## config.mk

```make
export PLATFORM = sky130hd
export DESIGN_NAME = uvf_top
export DESIGN_NICKNAME = d
export VERILOG_FILES = /design/src/hw/uvf_pkg.sv /design/src/hw/uvf_timer_if.sv /design/src/hw/uvf_top.sv /design/src/hw/uvf_cmp.sv /design/src/hw/uvf_timer.sv
export VERILOG_INCLUDE_DIRS = /design/src /design/src/hw
export SDC_FILE = /design/constraint.sdc
export NUM_CORES = 1
export LEC_CHECK = 0
export CAP_MARGIN = 20
export CELL_PAD_IN_SITES_DETAIL_PLACEMENT = 1
export CELL_PAD_IN_SITES_GLOBAL_PLACEMENT = 2
export CORE_UTILIZATION = 30
export CTS_BUF_LIST = sky130_fd_sc_hd__clkbuf_8
export DETAILED_ROUTE_END_ITERATION = 12
export DONT_BUFFER_PORTS = 1
export HOLD_SLACK_MARGIN = 0.03
export PLACE_DENSITY_LB_ADDON = 0.1
export SYNTH_ARGS = -nofsm -noshare
export SYNTH_HDL_FRONTEND = slang
export SYNTH_SLANG_ARGS = --single-unit
```

## constraint.sdc

```tcl
create_clock -name clock_i -period 3.4 [get_ports clock_i]
set_input_delay 0.34 -clock clock_i [delete_from_list [all_inputs] [get_ports clock_i]]
set_output_delay 0.34 -clock clock_i [all_outputs]
set_load 0.05 [all_outputs]
```

## src/hw/uvf_map.svh

```systemverilog
// Command codes, field positions and reset values of the input-low fault block
`ifndef UVF_MAP_SVH
`define UVF_MAP_SVH

`define UVF_CMD_WARN       8'h58
`define UVF_CMD_FAULT      8'h59
`define UVF_CMD_ACTION     8'h5a

`define UVF_RESP_HI        7
`define UVF_RESP_LO        6
`define UVF_RETRY_HI       5
`define UVF_RETRY_LO       3
`define UVF_DELAY_HI       2
`define UVF_DELAY_LO       0

`define UVF_RETRY_NONE     3'h0
`define UVF_RETRY_FOREVER  3'h7

`define UVF_WARN_RST       16'h0000
`define UVF_FAULT_RST      16'h0000
`define UVF_ACTION_RST     8'hc0

`define UVF_UNITS_ONE      8'h01
`define UVF_UNIT_CYC_MIN   16'h0001

`endif

```

## src/hw/uvf_pkg.sv

```systemverilog
// Types shared by the input-low fault block
`default_nettype none
package uvf_pkg;

	typedef enum logic [1:0]
	{
		RESP_IGNORE  = 2'b00,
		RESP_GRACE   = 2'b01,
		RESP_RETRY   = 2'b10,
		RESP_LATCH   = 2'b11
	} uvf_resp_t;

	typedef enum logic [1:0]
	{
		ST_RUN   = 2'b00,
		ST_GRACE = 2'b01,
		ST_WAIT  = 2'b10,
		ST_LATCH = 2'b11
	} uvf_state_t;

	typedef logic [15:0] uvf_word_t;

endpackage
`default_nettype wire

```

## src/hw/uvf_timer_if.sv

```systemverilog
// Carrier between the fault sequencer and its delay timer
`default_nettype none
interface uvf_timer_if;
	logic        start;
	logic        abort;
	logic [2:0]  code;
	logic [15:0] unit_cycles;
	logic        busy;
	logic        done;

	modport ctrl
	(
		output start,
		output abort,
		output code,
		output unit_cycles,
		input  busy,
		input  done
	);

	modport tmr
	(
		input  start,
		input  abort,
		input  code,
		input  unit_cycles,
		output busy,
		output done
	);
endinterface
`default_nettype wire

```

## src/hw/uvf_top.sv

```systemverilog
// Input-low supervision and fault response sequencer
//
// Overview of operation
// RULE_01: A 16-bit warning limit at code 0x58 is stored and also serves as the ratio threshold.
// RULE_02: The ratio function acts only while the vendor feature option enables it.
// RULE_03: A 16-bit fault limit at code 0x59 is stored and an input below it raises the fault.
// RULE_04: Response 00 keeps the output running through a fault.
// RULE_05: Response 01 keeps running for the programmed delay.
// RULE_06: Response 01 with the fault still present after the delay follows the retry field.
// RULE_07: Response 10 turns the output off at once and then follows the retry field.
// RULE_08: Response 11 keeps the output off until a clear, reset or off-then-on command; the code also leaves the latch on any write of the response byte.
// RULE_09: Retry field 000 never restarts and stays off until cleared.
// RULE_10: Retry field 001 to 110 allows that many restart attempts.
// RULE_11: After the last failed attempt the output stays off until cleared.
// RULE_12: Attempts start one programmed delay apart.
// RULE_13: Retry field 111 retries without limit until commanded off or another fault stops it.
// RULE_14: The delay field gives a count of time units with 0 meaning one unit.
// RULE_15: Delay codes 0 to 7 mean 1 to 128 units of a separately supplied unit length.
// RULE_16: A clear or a new response byte resets the attempt counter and the timer.
`include "uvf_map.svh"
`default_nettype none
module uvf_top
(
	// Clock and reset
	input  wire logic               clock_i,
	input  wire logic               sys_rst_i,
	// Command port
	input  wire logic [7:0]         cmd_code_i,
	input  wire logic               cmd_wr_i,
	input  wire logic               cmd_rd_i,
	input  wire uvf_pkg::uvf_word_t cmd_wdata_i,
	output logic [15:0]             cmd_rdata_o,
	output logic                    cmd_rvalid_o,
	// Input voltage sample
	input  wire uvf_pkg::uvf_word_t vin_sample_i,
	input  wire logic               vin_valid_i,
	// Control and clear sources
	input  wire logic               operation_on_i,
	input  wire logic               ratio_opt_enable_i,
	input  wire logic [15:0]        unit_cycles_i,
	input  wire logic               clear_status_i,
	input  wire logic               clear_faults_i,
	input  wire logic               other_fault_i,
	// Status and power stage control
	output logic                    output_enable_o,
	output logic                    uv_warn_o,
	output logic                    uv_fault_o,
	output logic                    ratio_reg_active_o,
	output logic                    latched_off_o,
	output logic [2:0]              retry_count_o
);
	import uvf_pkg::*;

	uvf_word_t  warn_limit_r;
	uvf_word_t  fault_limit_r;
	logic [7:0] action_r;
	uvf_state_t state_r;
	logic [2:0] tries_r;
	logic       start_r;
	logic       abort_r;
	logic       below_warn;
	logic       below_fault;
	logic       ratio_active;
	logic       action_wr;
	logic       clear_any;
	logic       fault_rise;
	logic       fault_seen_r;
	uvf_resp_t  resp;
	logic [2:0] retry_set;
	logic [2:0] tries_nxt;
	logic       tries_spent;

	uvf_timer_if tif ();

	// Field decode
	assign resp      = uvf_resp_t'(action_r[`UVF_RESP_HI:`UVF_RESP_LO]);
	assign retry_set = action_r[`UVF_RETRY_HI:`UVF_RETRY_LO];
	assign action_wr = cmd_wr_i && (cmd_code_i == `UVF_CMD_ACTION);
	assign clear_any = clear_status_i || clear_faults_i; // RULE_08
	// Edge detect: a standing fault flags once
	assign fault_rise = below_fault && !fault_seen_r;
	assign tries_nxt = tries_r + 3'h1;
	// Continuous retry never spends attempts, so its count stays zero
	assign tries_spent = (retry_set != `UVF_RETRY_FOREVER) && (tries_nxt >= retry_set); // RULE_10 RULE_13

	assign tif.start       = start_r;
	assign tif.abort       = abort_r;
	assign tif.code        = action_r[`UVF_DELAY_HI:`UVF_DELAY_LO]; // RULE_14
	// Unit length comes from outside; zero acts as one clock
	assign tif.unit_cycles = unit_cycles_i; // RULE_15

	uvf_cmp u_cmp
	(
		.clock_i            (clock_i),
		.sys_rst_i          (sys_rst_i),
		.vin_sample_i       (vin_sample_i),
		.vin_valid_i        (vin_valid_i),
		.warn_limit_i       (warn_limit_r),
		.fault_limit_i      (fault_limit_r),
		.ratio_opt_enable_i (ratio_opt_enable_i),
		.below_warn_o       (below_warn),
		.below_fault_o      (below_fault),
		.ratio_active_o     (ratio_active)
	);

	uvf_timer u_timer
	(
		.clock_i   (clock_i),
		.sys_rst_i (sys_rst_i),
		.tif       (tif)
	);

	// Limit and action registers
	// Writes to other codes fall through untouched
	always_ff @(posedge clock_i or posedge sys_rst_i)
	begin
		if (sys_rst_i)
		begin
			warn_limit_r  <= `UVF_WARN_RST;
			fault_limit_r <= `UVF_FAULT_RST;
			action_r      <= `UVF_ACTION_RST;
		end
		else if (cmd_wr_i)
		begin
			if (cmd_code_i == `UVF_CMD_WARN)
				warn_limit_r <= cmd_wdata_i; // RULE_01
			if (cmd_code_i == `UVF_CMD_FAULT)
				fault_limit_r <= cmd_wdata_i; // RULE_03
			if (cmd_code_i == `UVF_CMD_ACTION)
				action_r <= cmd_wdata_i[7:0];
		end
	end

	// Read answers one cycle later; unknown codes read zero
	always_ff @(posedge clock_i or posedge sys_rst_i)
	begin
		if (sys_rst_i)
		begin
			cmd_rdata_o  <= 16'h0000;
			cmd_rvalid_o <= 1'b0;
		end
		else
		begin
			cmd_rvalid_o <= cmd_rd_i;
			if (cmd_rd_i)
			begin
				case (cmd_code_i)
					`UVF_CMD_WARN:   cmd_rdata_o <= warn_limit_r;
					`UVF_CMD_FAULT:  cmd_rdata_o <= fault_limit_r;
					`UVF_CMD_ACTION: cmd_rdata_o <= {8'h00, action_r};
					default:         cmd_rdata_o <= 16'h0000;
				endcase
			end
		end
	end

	// Sticky fault status; a new fault beats a clear in the same cycle
	always_ff @(posedge clock_i or posedge sys_rst_i)
	begin
		if (sys_rst_i)
		begin
			uv_fault_o   <= 1'b0;
			fault_seen_r <= 1'b0;
		end
		else
		begin
			fault_seen_r <= below_fault;
			if (fault_rise)
				uv_fault_o <= 1'b1; // RULE_03
			else if (clear_any)
				uv_fault_o <= 1'b0; // RULE_08
		end
	end

	// Response sequencer
	always_ff @(posedge clock_i or posedge sys_rst_i)
	begin
		if (sys_rst_i)
		begin
			state_r <= ST_RUN;
			tries_r <= 3'h0;
			start_r <= 1'b0;
			abort_r <= 1'b0;
		end
		else
		begin
			start_r <= 1'b0;
			abort_r <= 1'b0;
			if (!operation_on_i || clear_any || action_wr)
			begin
				// Off command, clear or new action restarts from scratch
				state_r <= ST_RUN; // RULE_08 RULE_13
				tries_r <= 3'h0; // RULE_16
				abort_r <= 1'b1; // RULE_16
			end
			else
			begin
				case (state_r)
					ST_RUN:
					begin
						if (below_fault)
						begin
							case (resp)
								RESP_IGNORE:
									state_r <= ST_RUN; // RULE_04
								RESP_GRACE:
								begin
									state_r <= ST_GRACE; // RULE_05
									start_r <= 1'b1; // RULE_05
								end
								RESP_RETRY:
								begin
									if (retry_set == `UVF_RETRY_NONE)
										state_r <= ST_LATCH; // RULE_09
									else
									begin
										state_r <= ST_WAIT; // RULE_07
										start_r <= 1'b1; // RULE_12
									end
								end
								default:
									state_r <= ST_LATCH; // RULE_08
							endcase
						end
					end
					ST_GRACE:
					begin
						if (tif.done)
						begin
							if (!below_fault)
								state_r <= ST_RUN;
							else if (retry_set == `UVF_RETRY_NONE)
								state_r <= ST_LATCH; // RULE_06 RULE_09
							else
							begin
								state_r <= ST_WAIT; // RULE_06
								start_r <= 1'b1; // RULE_12
							end
						end
						// Rearm an idle timer rather than hang here
						else if (!tif.busy && !start_r)
							start_r <= 1'b1; // RULE_12
					end
					ST_WAIT:
					begin
						if (other_fault_i)
							state_r <= ST_LATCH; // RULE_13
						else if (tif.done)
						begin
							// Attempt succeeds only with the input no longer below the limit
							if (!below_fault)
							begin
								state_r <= ST_RUN;
								tries_r <= 3'h0;
							end
							else if (tries_spent)
							begin
								state_r <= ST_LATCH; // RULE_11
								tries_r <= tries_nxt; // RULE_10
							end
							else
							begin
								if (retry_set != `UVF_RETRY_FOREVER)
									tries_r <= tries_nxt; // RULE_10
								start_r <= 1'b1; // RULE_12 RULE_13
							end
						end
						else if (!tif.busy && !start_r)
							start_r <= 1'b1; // RULE_12
					end
					ST_LATCH:
						// Left only by reset or the off, clear or new-action branch
						state_r <= ST_LATCH; // RULE_08 RULE_11
					default:
						state_r <= ST_RUN;
				endcase
			end
		end
	end

	// Power stage enable and status pins
	// Another fault cuts the enable at once, whatever the state
	always_ff @(posedge clock_i or posedge sys_rst_i)
	begin
		if (sys_rst_i)
		begin
			output_enable_o    <= 1'b0;
			uv_warn_o          <= 1'b0;
			ratio_reg_active_o <= 1'b0;
			latched_off_o      <= 1'b0;
			retry_count_o      <= 3'h0;
		end
		else
		begin
			output_enable_o    <= operation_on_i && !other_fault_i &&
				((state_r == ST_RUN) || (state_r == ST_GRACE)); // RULE_04 RULE_05 RULE_07
			uv_warn_o          <= below_warn;
			ratio_reg_active_o <= ratio_active; // RULE_02
			latched_off_o      <= (state_r == ST_LATCH); // RULE_11
			retry_count_o      <= tries_r;
		end
	end
endmodule
`default_nettype wire

```

## src/hw/uvf_cmp.sv

```systemverilog
// Threshold comparators for the input-low warning and fault
`include "uvf_map.svh"
`default_nettype none
module uvf_cmp
(
	// Clock and reset
	input  wire logic             clock_i,
	input  wire logic             sys_rst_i,
	// Input sample and limits
	input  wire uvf_pkg::uvf_word_t vin_sample_i,
	input  wire logic             vin_valid_i,
	input  wire uvf_pkg::uvf_word_t warn_limit_i,
	input  wire uvf_pkg::uvf_word_t fault_limit_i,
	input  wire logic             ratio_opt_enable_i,
	// Results
	output logic                  below_warn_o,
	output logic                  below_fault_o,
	output logic                  ratio_active_o
);
	import uvf_pkg::*;

	// Results hold between samples
	always_ff @(posedge clock_i or posedge sys_rst_i)
	begin
		if (sys_rst_i)
		begin
			below_warn_o  <= 1'b0;
			below_fault_o <= 1'b0;
		end
		else if (vin_valid_i)
		begin
			below_warn_o  <= (vin_sample_i < warn_limit_i); // RULE_01
			below_fault_o <= (vin_sample_i < fault_limit_i); // RULE_03
		end
	end

	// Same warning compare drives the ratio function
	always_ff @(posedge clock_i or posedge sys_rst_i)
	begin
		if (sys_rst_i)
			ratio_active_o <= 1'b0;
		else if (vin_valid_i)
			ratio_active_o <= ratio_opt_enable_i && (vin_sample_i < warn_limit_i); // RULE_02
		else if (!ratio_opt_enable_i)
			ratio_active_o <= 1'b0; // RULE_02
	end
endmodule
`default_nettype wire

```

## src/hw/uvf_timer.sv

```systemverilog
// Delay timer counting 2**code time units
`include "uvf_map.svh"
`default_nettype none
module uvf_timer
(
	// Clock and reset
	input  wire logic clock_i,
	input  wire logic sys_rst_i,
	// Control side
	uvf_timer_if.tmr  tif
);
	import uvf_pkg::*;

	logic [15:0] pre_r;
	logic [7:0]  units_r;
	logic        busy_r;
	logic        done_r;
	logic [15:0] unit_len;

	// A zero unit length would wrap to the longest unit, 65536 clocks
	assign unit_len = (tif.unit_cycles == 16'h0000) ? `UVF_UNIT_CYC_MIN : tif.unit_cycles;
	assign tif.busy = busy_r;
	assign tif.done = done_r;

	always_ff @(posedge clock_i or posedge sys_rst_i)
	begin
		if (sys_rst_i)
		begin
			pre_r   <= 16'h0000;
			units_r <= 8'h00;
			busy_r  <= 1'b0;
			done_r  <= 1'b0;
		end
		else
		begin
			done_r <= 1'b0;
			if (tif.abort)
				busy_r <= 1'b0; // RULE_16
			else if (tif.start)
			begin
				busy_r  <= 1'b1;
				pre_r   <= unit_len - 16'h0001;
				units_r <= `UVF_UNITS_ONE << tif.code; // RULE_14 RULE_15
			end
			else if (busy_r)
			begin
				if (pre_r != 16'h0000)
					pre_r <= pre_r - 16'h0001;
				else if (units_r == `UVF_UNITS_ONE)
				begin
					busy_r <= 1'b0;
					done_r <= 1'b1;
				end
				else
				begin
					pre_r   <= unit_len - 16'h0001;
					units_r <= units_r - 8'h01;
				end
			end
		end
	end
endmodule
`default_nettype wire

```

==> run_summary.xml <==
<?xml version="1.0" encoding="UTF-8"?>
<metrics>
  <group name="status">
    <metric name="run_status" unit="">finished, final reports clean</metric>
  </group>
  <group name="yosys">
    <metric name="netlist-cell-type-count" unit="">67</metric>
    <metric name="number_of_flip_flops_and_latches_in_the_synthesized_netlist" unit="">102</metric>
    <metric name="synth_area_leaders" unit="">sky130_fd_sc_hd__dfrtp_1 42%, sky130_fd_sc_hd__ha_1 8.8%, sky130_fd_sc_hd__inv_1 4.2%</metric>
    <metric name="synth_enable_flop_cells" unit="">0</metric>
    <metric name="post-synth-top-area-fraction" unit="%">41.83</metric>
    <metric name="synthArstFlopShare" unit="%">100.0</metric>
    <metric name="syn-mean-instance-area" unit="sq um">9.332</metric>
    <metric name="synthesized_net_count" unit="">749</metric>
    <metric name="synth.cells.most_frequent" unit="">100 x sky130_fd_sc_hd__dfrtp_1, 67 x sky130_fd_sc_hd__inv_1, 54 x sky130_fd_sc_hd__nor2_1</metric>
    <metric name="synthesis.yosys.warnings" unit="">0</metric>
    <metric name="synthesis.instances" unit="">641</metric>
    <metric name="post-synth-top-area-cell" unit="">sky130_fd_sc_hd__dfrtp_1</metric>
    <metric name="synthFlopType" unit="">sky130_fd_sc_hd__dfrtp_1</metric>
    <metric name="synth-seq-area-share" unit="%">42.71</metric>
    <metric name="post_synth_instance_area" unit="sq um">5982</metric>
    <metric name="synth.most_common_cell" unit="">sky130_fd_sc_hd__dfrtp_1</metric>
  </group>
  <group name="timing">
    <metric name="setup_viol" unit="">0</metric>
    <metric name="finalMaxSlewViolations" unit="">0</metric>
    <metric name="worst_slack" unit="ns">0.8940</metric>
    <metric name="setup_tns" unit="ns">0</metric>
    <metric name="maximum_achievable_frequency" unit="MHz">399.0</metric>
    <metric name="rsz_0062_raised_after_global_routing" unit="">false</metric>
    <metric name="period_minus_slack" unit="ns">2.506</metric>
    <metric name="finClkSkew" unit="ns">0.006254</metric>
    <metric name="timing_worst_slew_pin_value" unit="ns">0.9420</metric>
    <metric name="slew_headroom" unit="%">37.20</metric>
    <metric name="finalCritPeriodShare" unit="%">73.71</metric>
    <metric name="hold_viol_final" unit="">0</metric>
  </group>
  <group name="place">
    <metric name="gp_congestion" unit="">0.7954</metric>
    <metric name="buffer_ports.inserted" unit="">0</metric>
    <metric name="post_dp_cell_area" unit="sq um">6250</metric>
    <metric name="post-place-ws" unit="ns">0.6168</metric>
    <metric name="hpwlAfterDp" unit="um">12760</metric>
    <metric name="numPlacedInstances" unit="">887</metric>
  </group>
  <group name="hold_path">
    <metric name="hold_crit_path_type" unit="">in -&gt; async</metric>
  </group>
  <group name="floorplan">
    <metric name="coreArea" unit="sq um">19530</metric>
    <metric name="die_area" unit="sq um">20510</metric>
    <metric name="rows" unit="">51</metric>
    <metric name="io-pin-count" unit="">91</metric>
    <metric name="die_height" unit="um">143.2</metric>
    <metric name="start_util" unit="%">30.64</metric>
    <metric name="fp.dieW" unit="um">143.2</metric>
  </group>
  <group name="layout">
    <metric name="post_layout_nonfiller_instances" unit="">907</metric>
    <metric name="layout-drive-gt1-share" unit="%">9.813</metric>
    <metric name="final_core_utilization" unit="%">33.28</metric>
    <metric name="syn2layout_area_growth" unit="%">8.617</metric>
    <metric name="net_total_in_the_final_layout" unit="">745</metric>
    <metric name="final_cell_area" unit="sq um">6497</metric>
    <metric name="number_of_diodes_added_for_antenna_fixing" unit="">0</metric>
  </group>
  <group name="global_route">
    <metric name="globalRouteOverflowTotal" unit="">0</metric>
    <metric name="grt_first_pass_wirelength" unit="um">27810</metric>
    <metric name="grt_util_met1" unit="%">21.14</metric>
    <metric name="grt_util_met3" unit="%">6.372</metric>
    <metric name="first_global_vias" unit="">5134</metric>
    <metric name="initial_antenna_violation_count" unit="">1</metric>
    <metric name="grt_util_met2" unit="%">30.86</metric>
    <metric name="track_usage" unit="%">17.85</metric>
    <metric name="globalRoute.busiestLayer" unit="">met2</metric>
    <metric name="grt_start_max_net_pins" unit="">71</metric>
  </group>
  <group name="clock_network">
    <metric name="clock_tree.buffer_depth" unit="">2</metric>
    <metric name="tritoncts" unit="">done</metric>
    <metric name="cts.root.buffer_cell" unit="">sky130_fd_sc_hd__clkbuf_8</metric>
    <metric name="clock_latency" unit="ns">0.38</metric>
    <metric name="cts-buffers-inserted" unit="">9</metric>
    <metric name="h_tree_depth" unit="">3</metric>
    <metric name="clock-sinks" unit="">102</metric>
    <metric name="clk_pin_slew_worst_paths" unit="ns">0.10</metric>
    <metric name="post_cts_resize_count" unit="">0</metric>
  </group>
  <group name="route">
    <metric name="dr_total_vias" unit="">4660</metric>
    <metric name="postRouteAntennaNets" unit="">0</metric>
    <metric name="drc" unit="">0</metric>
    <metric name="drt_pre_antenna_iters" unit="">4</metric>
    <metric name="drt_iter0_markers" unit="">150</metric>
    <metric name="finalWirelength" unit="um">17010</metric>
    <metric name="routed_wire_length_per_instance" unit="um">18.76</metric>
    <metric name="drt-vias-per-instance" unit="">5.138</metric>
  </group>
  <group name="worst_setup_path">
    <metric name="reg2reg_depth" unit="">10</metric>
    <metric name="worst-path-max-fanout" unit="">20</metric>
    <metric name="critPathLaunch" unit="">u_timer.units_r[1]</metric>
    <metric name="timing.critical_path.arrival" unit="ns">2.83</metric>
    <metric name="critPathCaptureType" unit="">register</metric>
    <metric name="data_required_time_of_the_worst_path" unit="ns">3.73</metric>
    <metric name="worstSetupStartpointType" unit="">register</metric>
    <metric name="crit_type" unit="">reg -&gt; reg</metric>
    <metric name="r2r-start" unit="">u_timer.units_r[1]</metric>
  </group>
  <group name="power_and_ir_drop">
    <metric name="sequentialPowerShare" unit="%">54.4</metric>
    <metric name="power.share.switching" unit="%">28.23</metric>
    <metric name="power.density_cell_area" unit="nW/um^2">375.7</metric>
    <metric name="clock_power_share" unit="%">34.3</metric>
    <metric name="peakVddDrop" unit="mV">0.1640</metric>
    <metric name="combinational_group_share_of_total_power" unit="%">11.3</metric>
    <metric name="cell_internal_pwr" unit="mW">1.752</metric>
    <metric name="p_switching" unit="mW">0.6891</metric>
    <metric name="p_leak" unit="nW">2.802</metric>
  </group>
  <group name="run">
    <metric name="max-cap-violations" unit="">0</metric>
  </group>
</metrics>
placed cells by master (no fill, tap or decap), types with 3 or more instances in the layout:
cell type                         n
sky130_fd_sc_hd__ha_1            42
sky130_fd_sc_hd__or3_1            6
sky130_fd_sc_hd__a31oi_1          6
sky130_fd_sc_hd__a21o_1           6
sky130_fd_sc_hd__o21ai_0         31
sky130_fd_sc_hd__nand4_1          7
sky130_fd_sc_hd__nor2b_1          6
sky130_fd_sc_hd__mux2_1           4
sky130_fd_sc_hd__o22ai_1         21
sky130_fd_sc_hd__xnor2_1          5
sky130_fd_sc_hd__dlygate4sd3_1    4
sky130_fd_sc_hd__nor3_1          16
sky130_fd_sc_hd__mux2_2          22
sky130_fd_sc_hd__buf_4            8
sky130_fd_sc_hd__a21oi_1         47
sky130_fd_sc_hd__o31ai_1          3
sky130_fd_sc_hd__nand3_1         13
sky130_fd_sc_hd__nor2_1          54
sky130_fd_sc_hd__o22a_1           4
sky130_fd_sc_hd__nor3b_1          5
sky130_fd_sc_hd__nand2b_1        10
sky130_fd_sc_hd__nor4_1          11
sky130_fd_sc_hd__o211ai_1         3
sky130_fd_sc_hd__o21ai_1         15
sky130_fd_sc_hd__nand2_1         36
sky130_fd_sc_hd__inv_1           67
sky130_fd_sc_hd__clkbuf_8        10
sky130_fd_sc_hd__a22o_1           4
sky130_fd_sc_hd__dfrtp_1        100
sky130_fd_sc_hd__mux2i_1         17
sky130_fd_sc_hd__a211oi_1         4
registers in the layout (all words and copies together), names as in the netlist:
signal,cells
fault_seen_r,1
start_r,1
cmd_rvalid_o,1
retry_count_o,3
abort_r,1
tries_r,3
ratio_reg_active_o,1
u_timer.pre_r,16
u_timer.tif.busy,1
action_r,8
uv_fault_o,1
state_r,2
u_cmp.below_fault_o,1
u_timer.tif.done,1
cmd_rdata_o,16
u_timer.units_r,8
fault_limit_r,16
warn_limit_r,16
latched_off_o,1
uv_warn_o,1
u_cmp.below_warn_o,1
u_cmp.ratio_active_o,1
output_enable_o,1
kinds of logic (layout without fill, tap and decap cells):
kind of cell | after synthesis | after routing | synth area share, %
compound gates | 167 | 167 | 17.34
mux | 43 | 43 | 7.739
buf+inv | 95 | 96 | 6.463
xor+xnor | 7 | 7 | 1.025
flops | 102 | 102 | 42.71
fa+ha+maj | 42 | 42 | 8.785
simple gates | 185 | 185 | 15.94
through the flow:
step / hold slack, ns / total power, mW
2_1_floorplan: 0.3519 / 1.553
3_3_place_gp: 0.3656 / 1.618
3_5_place_dp: 0.3676 / 1.628
4_1_cts: 0.03010 / 2.501
5_1_grt: 0.04449 / 2.573
6_report: 0.02008 / 2.441
path summary, 6_finish.rpt:
check	slack, ns	to
max in group asynchronous	2.55	u_timer.units_r[6]
worst max-delay path	0.89	u_timer.pre_r[12]
worst max register to register	0.89	u_timer.pre_r[12]
worst min register to register	0.39	uv_warn_o
min in group clock_i	0.07	warn_limit_r[6]
worst min-delay path	0.02	retry_count_o[2]
layer usage:
metal | vias up | share of wire (%)
met5 | - | 0.059
met4 | 2 | 1.1
met3 | 16 | 5.9
met2 | 57 | 50
met1 | 2313 | 43
li1 | 2272 | -
power by group through the flow:
| stage | clock (mW) | sequential, mW | combinational, mW |
|---|---|---|---|
| final | 0.837 | 1.33 | 0.277 |
| after detailed placement | 0 | 1.35 | 0.277 |
| after global placement | 0 | 1.35 | 0.269 |
| after CTS | 0.887 | 1.33 | 0.286 |
| after global routing | 0.914 | 1.34 | 0.322 |
| after floorplan | 0 | 1.33 | 0.223 |
timing repair:
action | 4_1_cts | 5_1_grt
hold endpoints to repair | 18 | 0
hold buffers | 4 | 0
endpoints found under the setup margin | 0 | 0
buffers inserted | 0 | 0
cell type report:
class | instances | area [sq um]
fill | 2265 | 13030
multi-input combinational | 444 | 3045
clock buffer | 10 | 137.6
inverter | 68 | 257.7
sequential | 102 | 2555
clock inverter | 6 | 70.07
tap | 265 | 331.6
timing repair buffer | 12 | 100.1
critical path: stages, from the launching register on:
cell	delay, ns
sky130_fd_sc_hd__dfrtp_1	0.40
sky130_fd_sc_hd__inv_1	0.11
sky130_fd_sc_hd__ha_1	0.16
sky130_fd_sc_hd__or4b_1	0.49
sky130_fd_sc_hd__nor3_1	0.21
sky130_fd_sc_hd__a31oi_1	0.20
sky130_fd_sc_hd__o21ai_1	0.12
sky130_fd_sc_hd__buf_4	0.26
sky130_fd_sc_hd__inv_2	0.18
sky130_fd_sc_hd__o21ai_0	0.13
sky130_fd_sc_hd__a22o_1	0.18
Power figures use the tool's default switching activity.
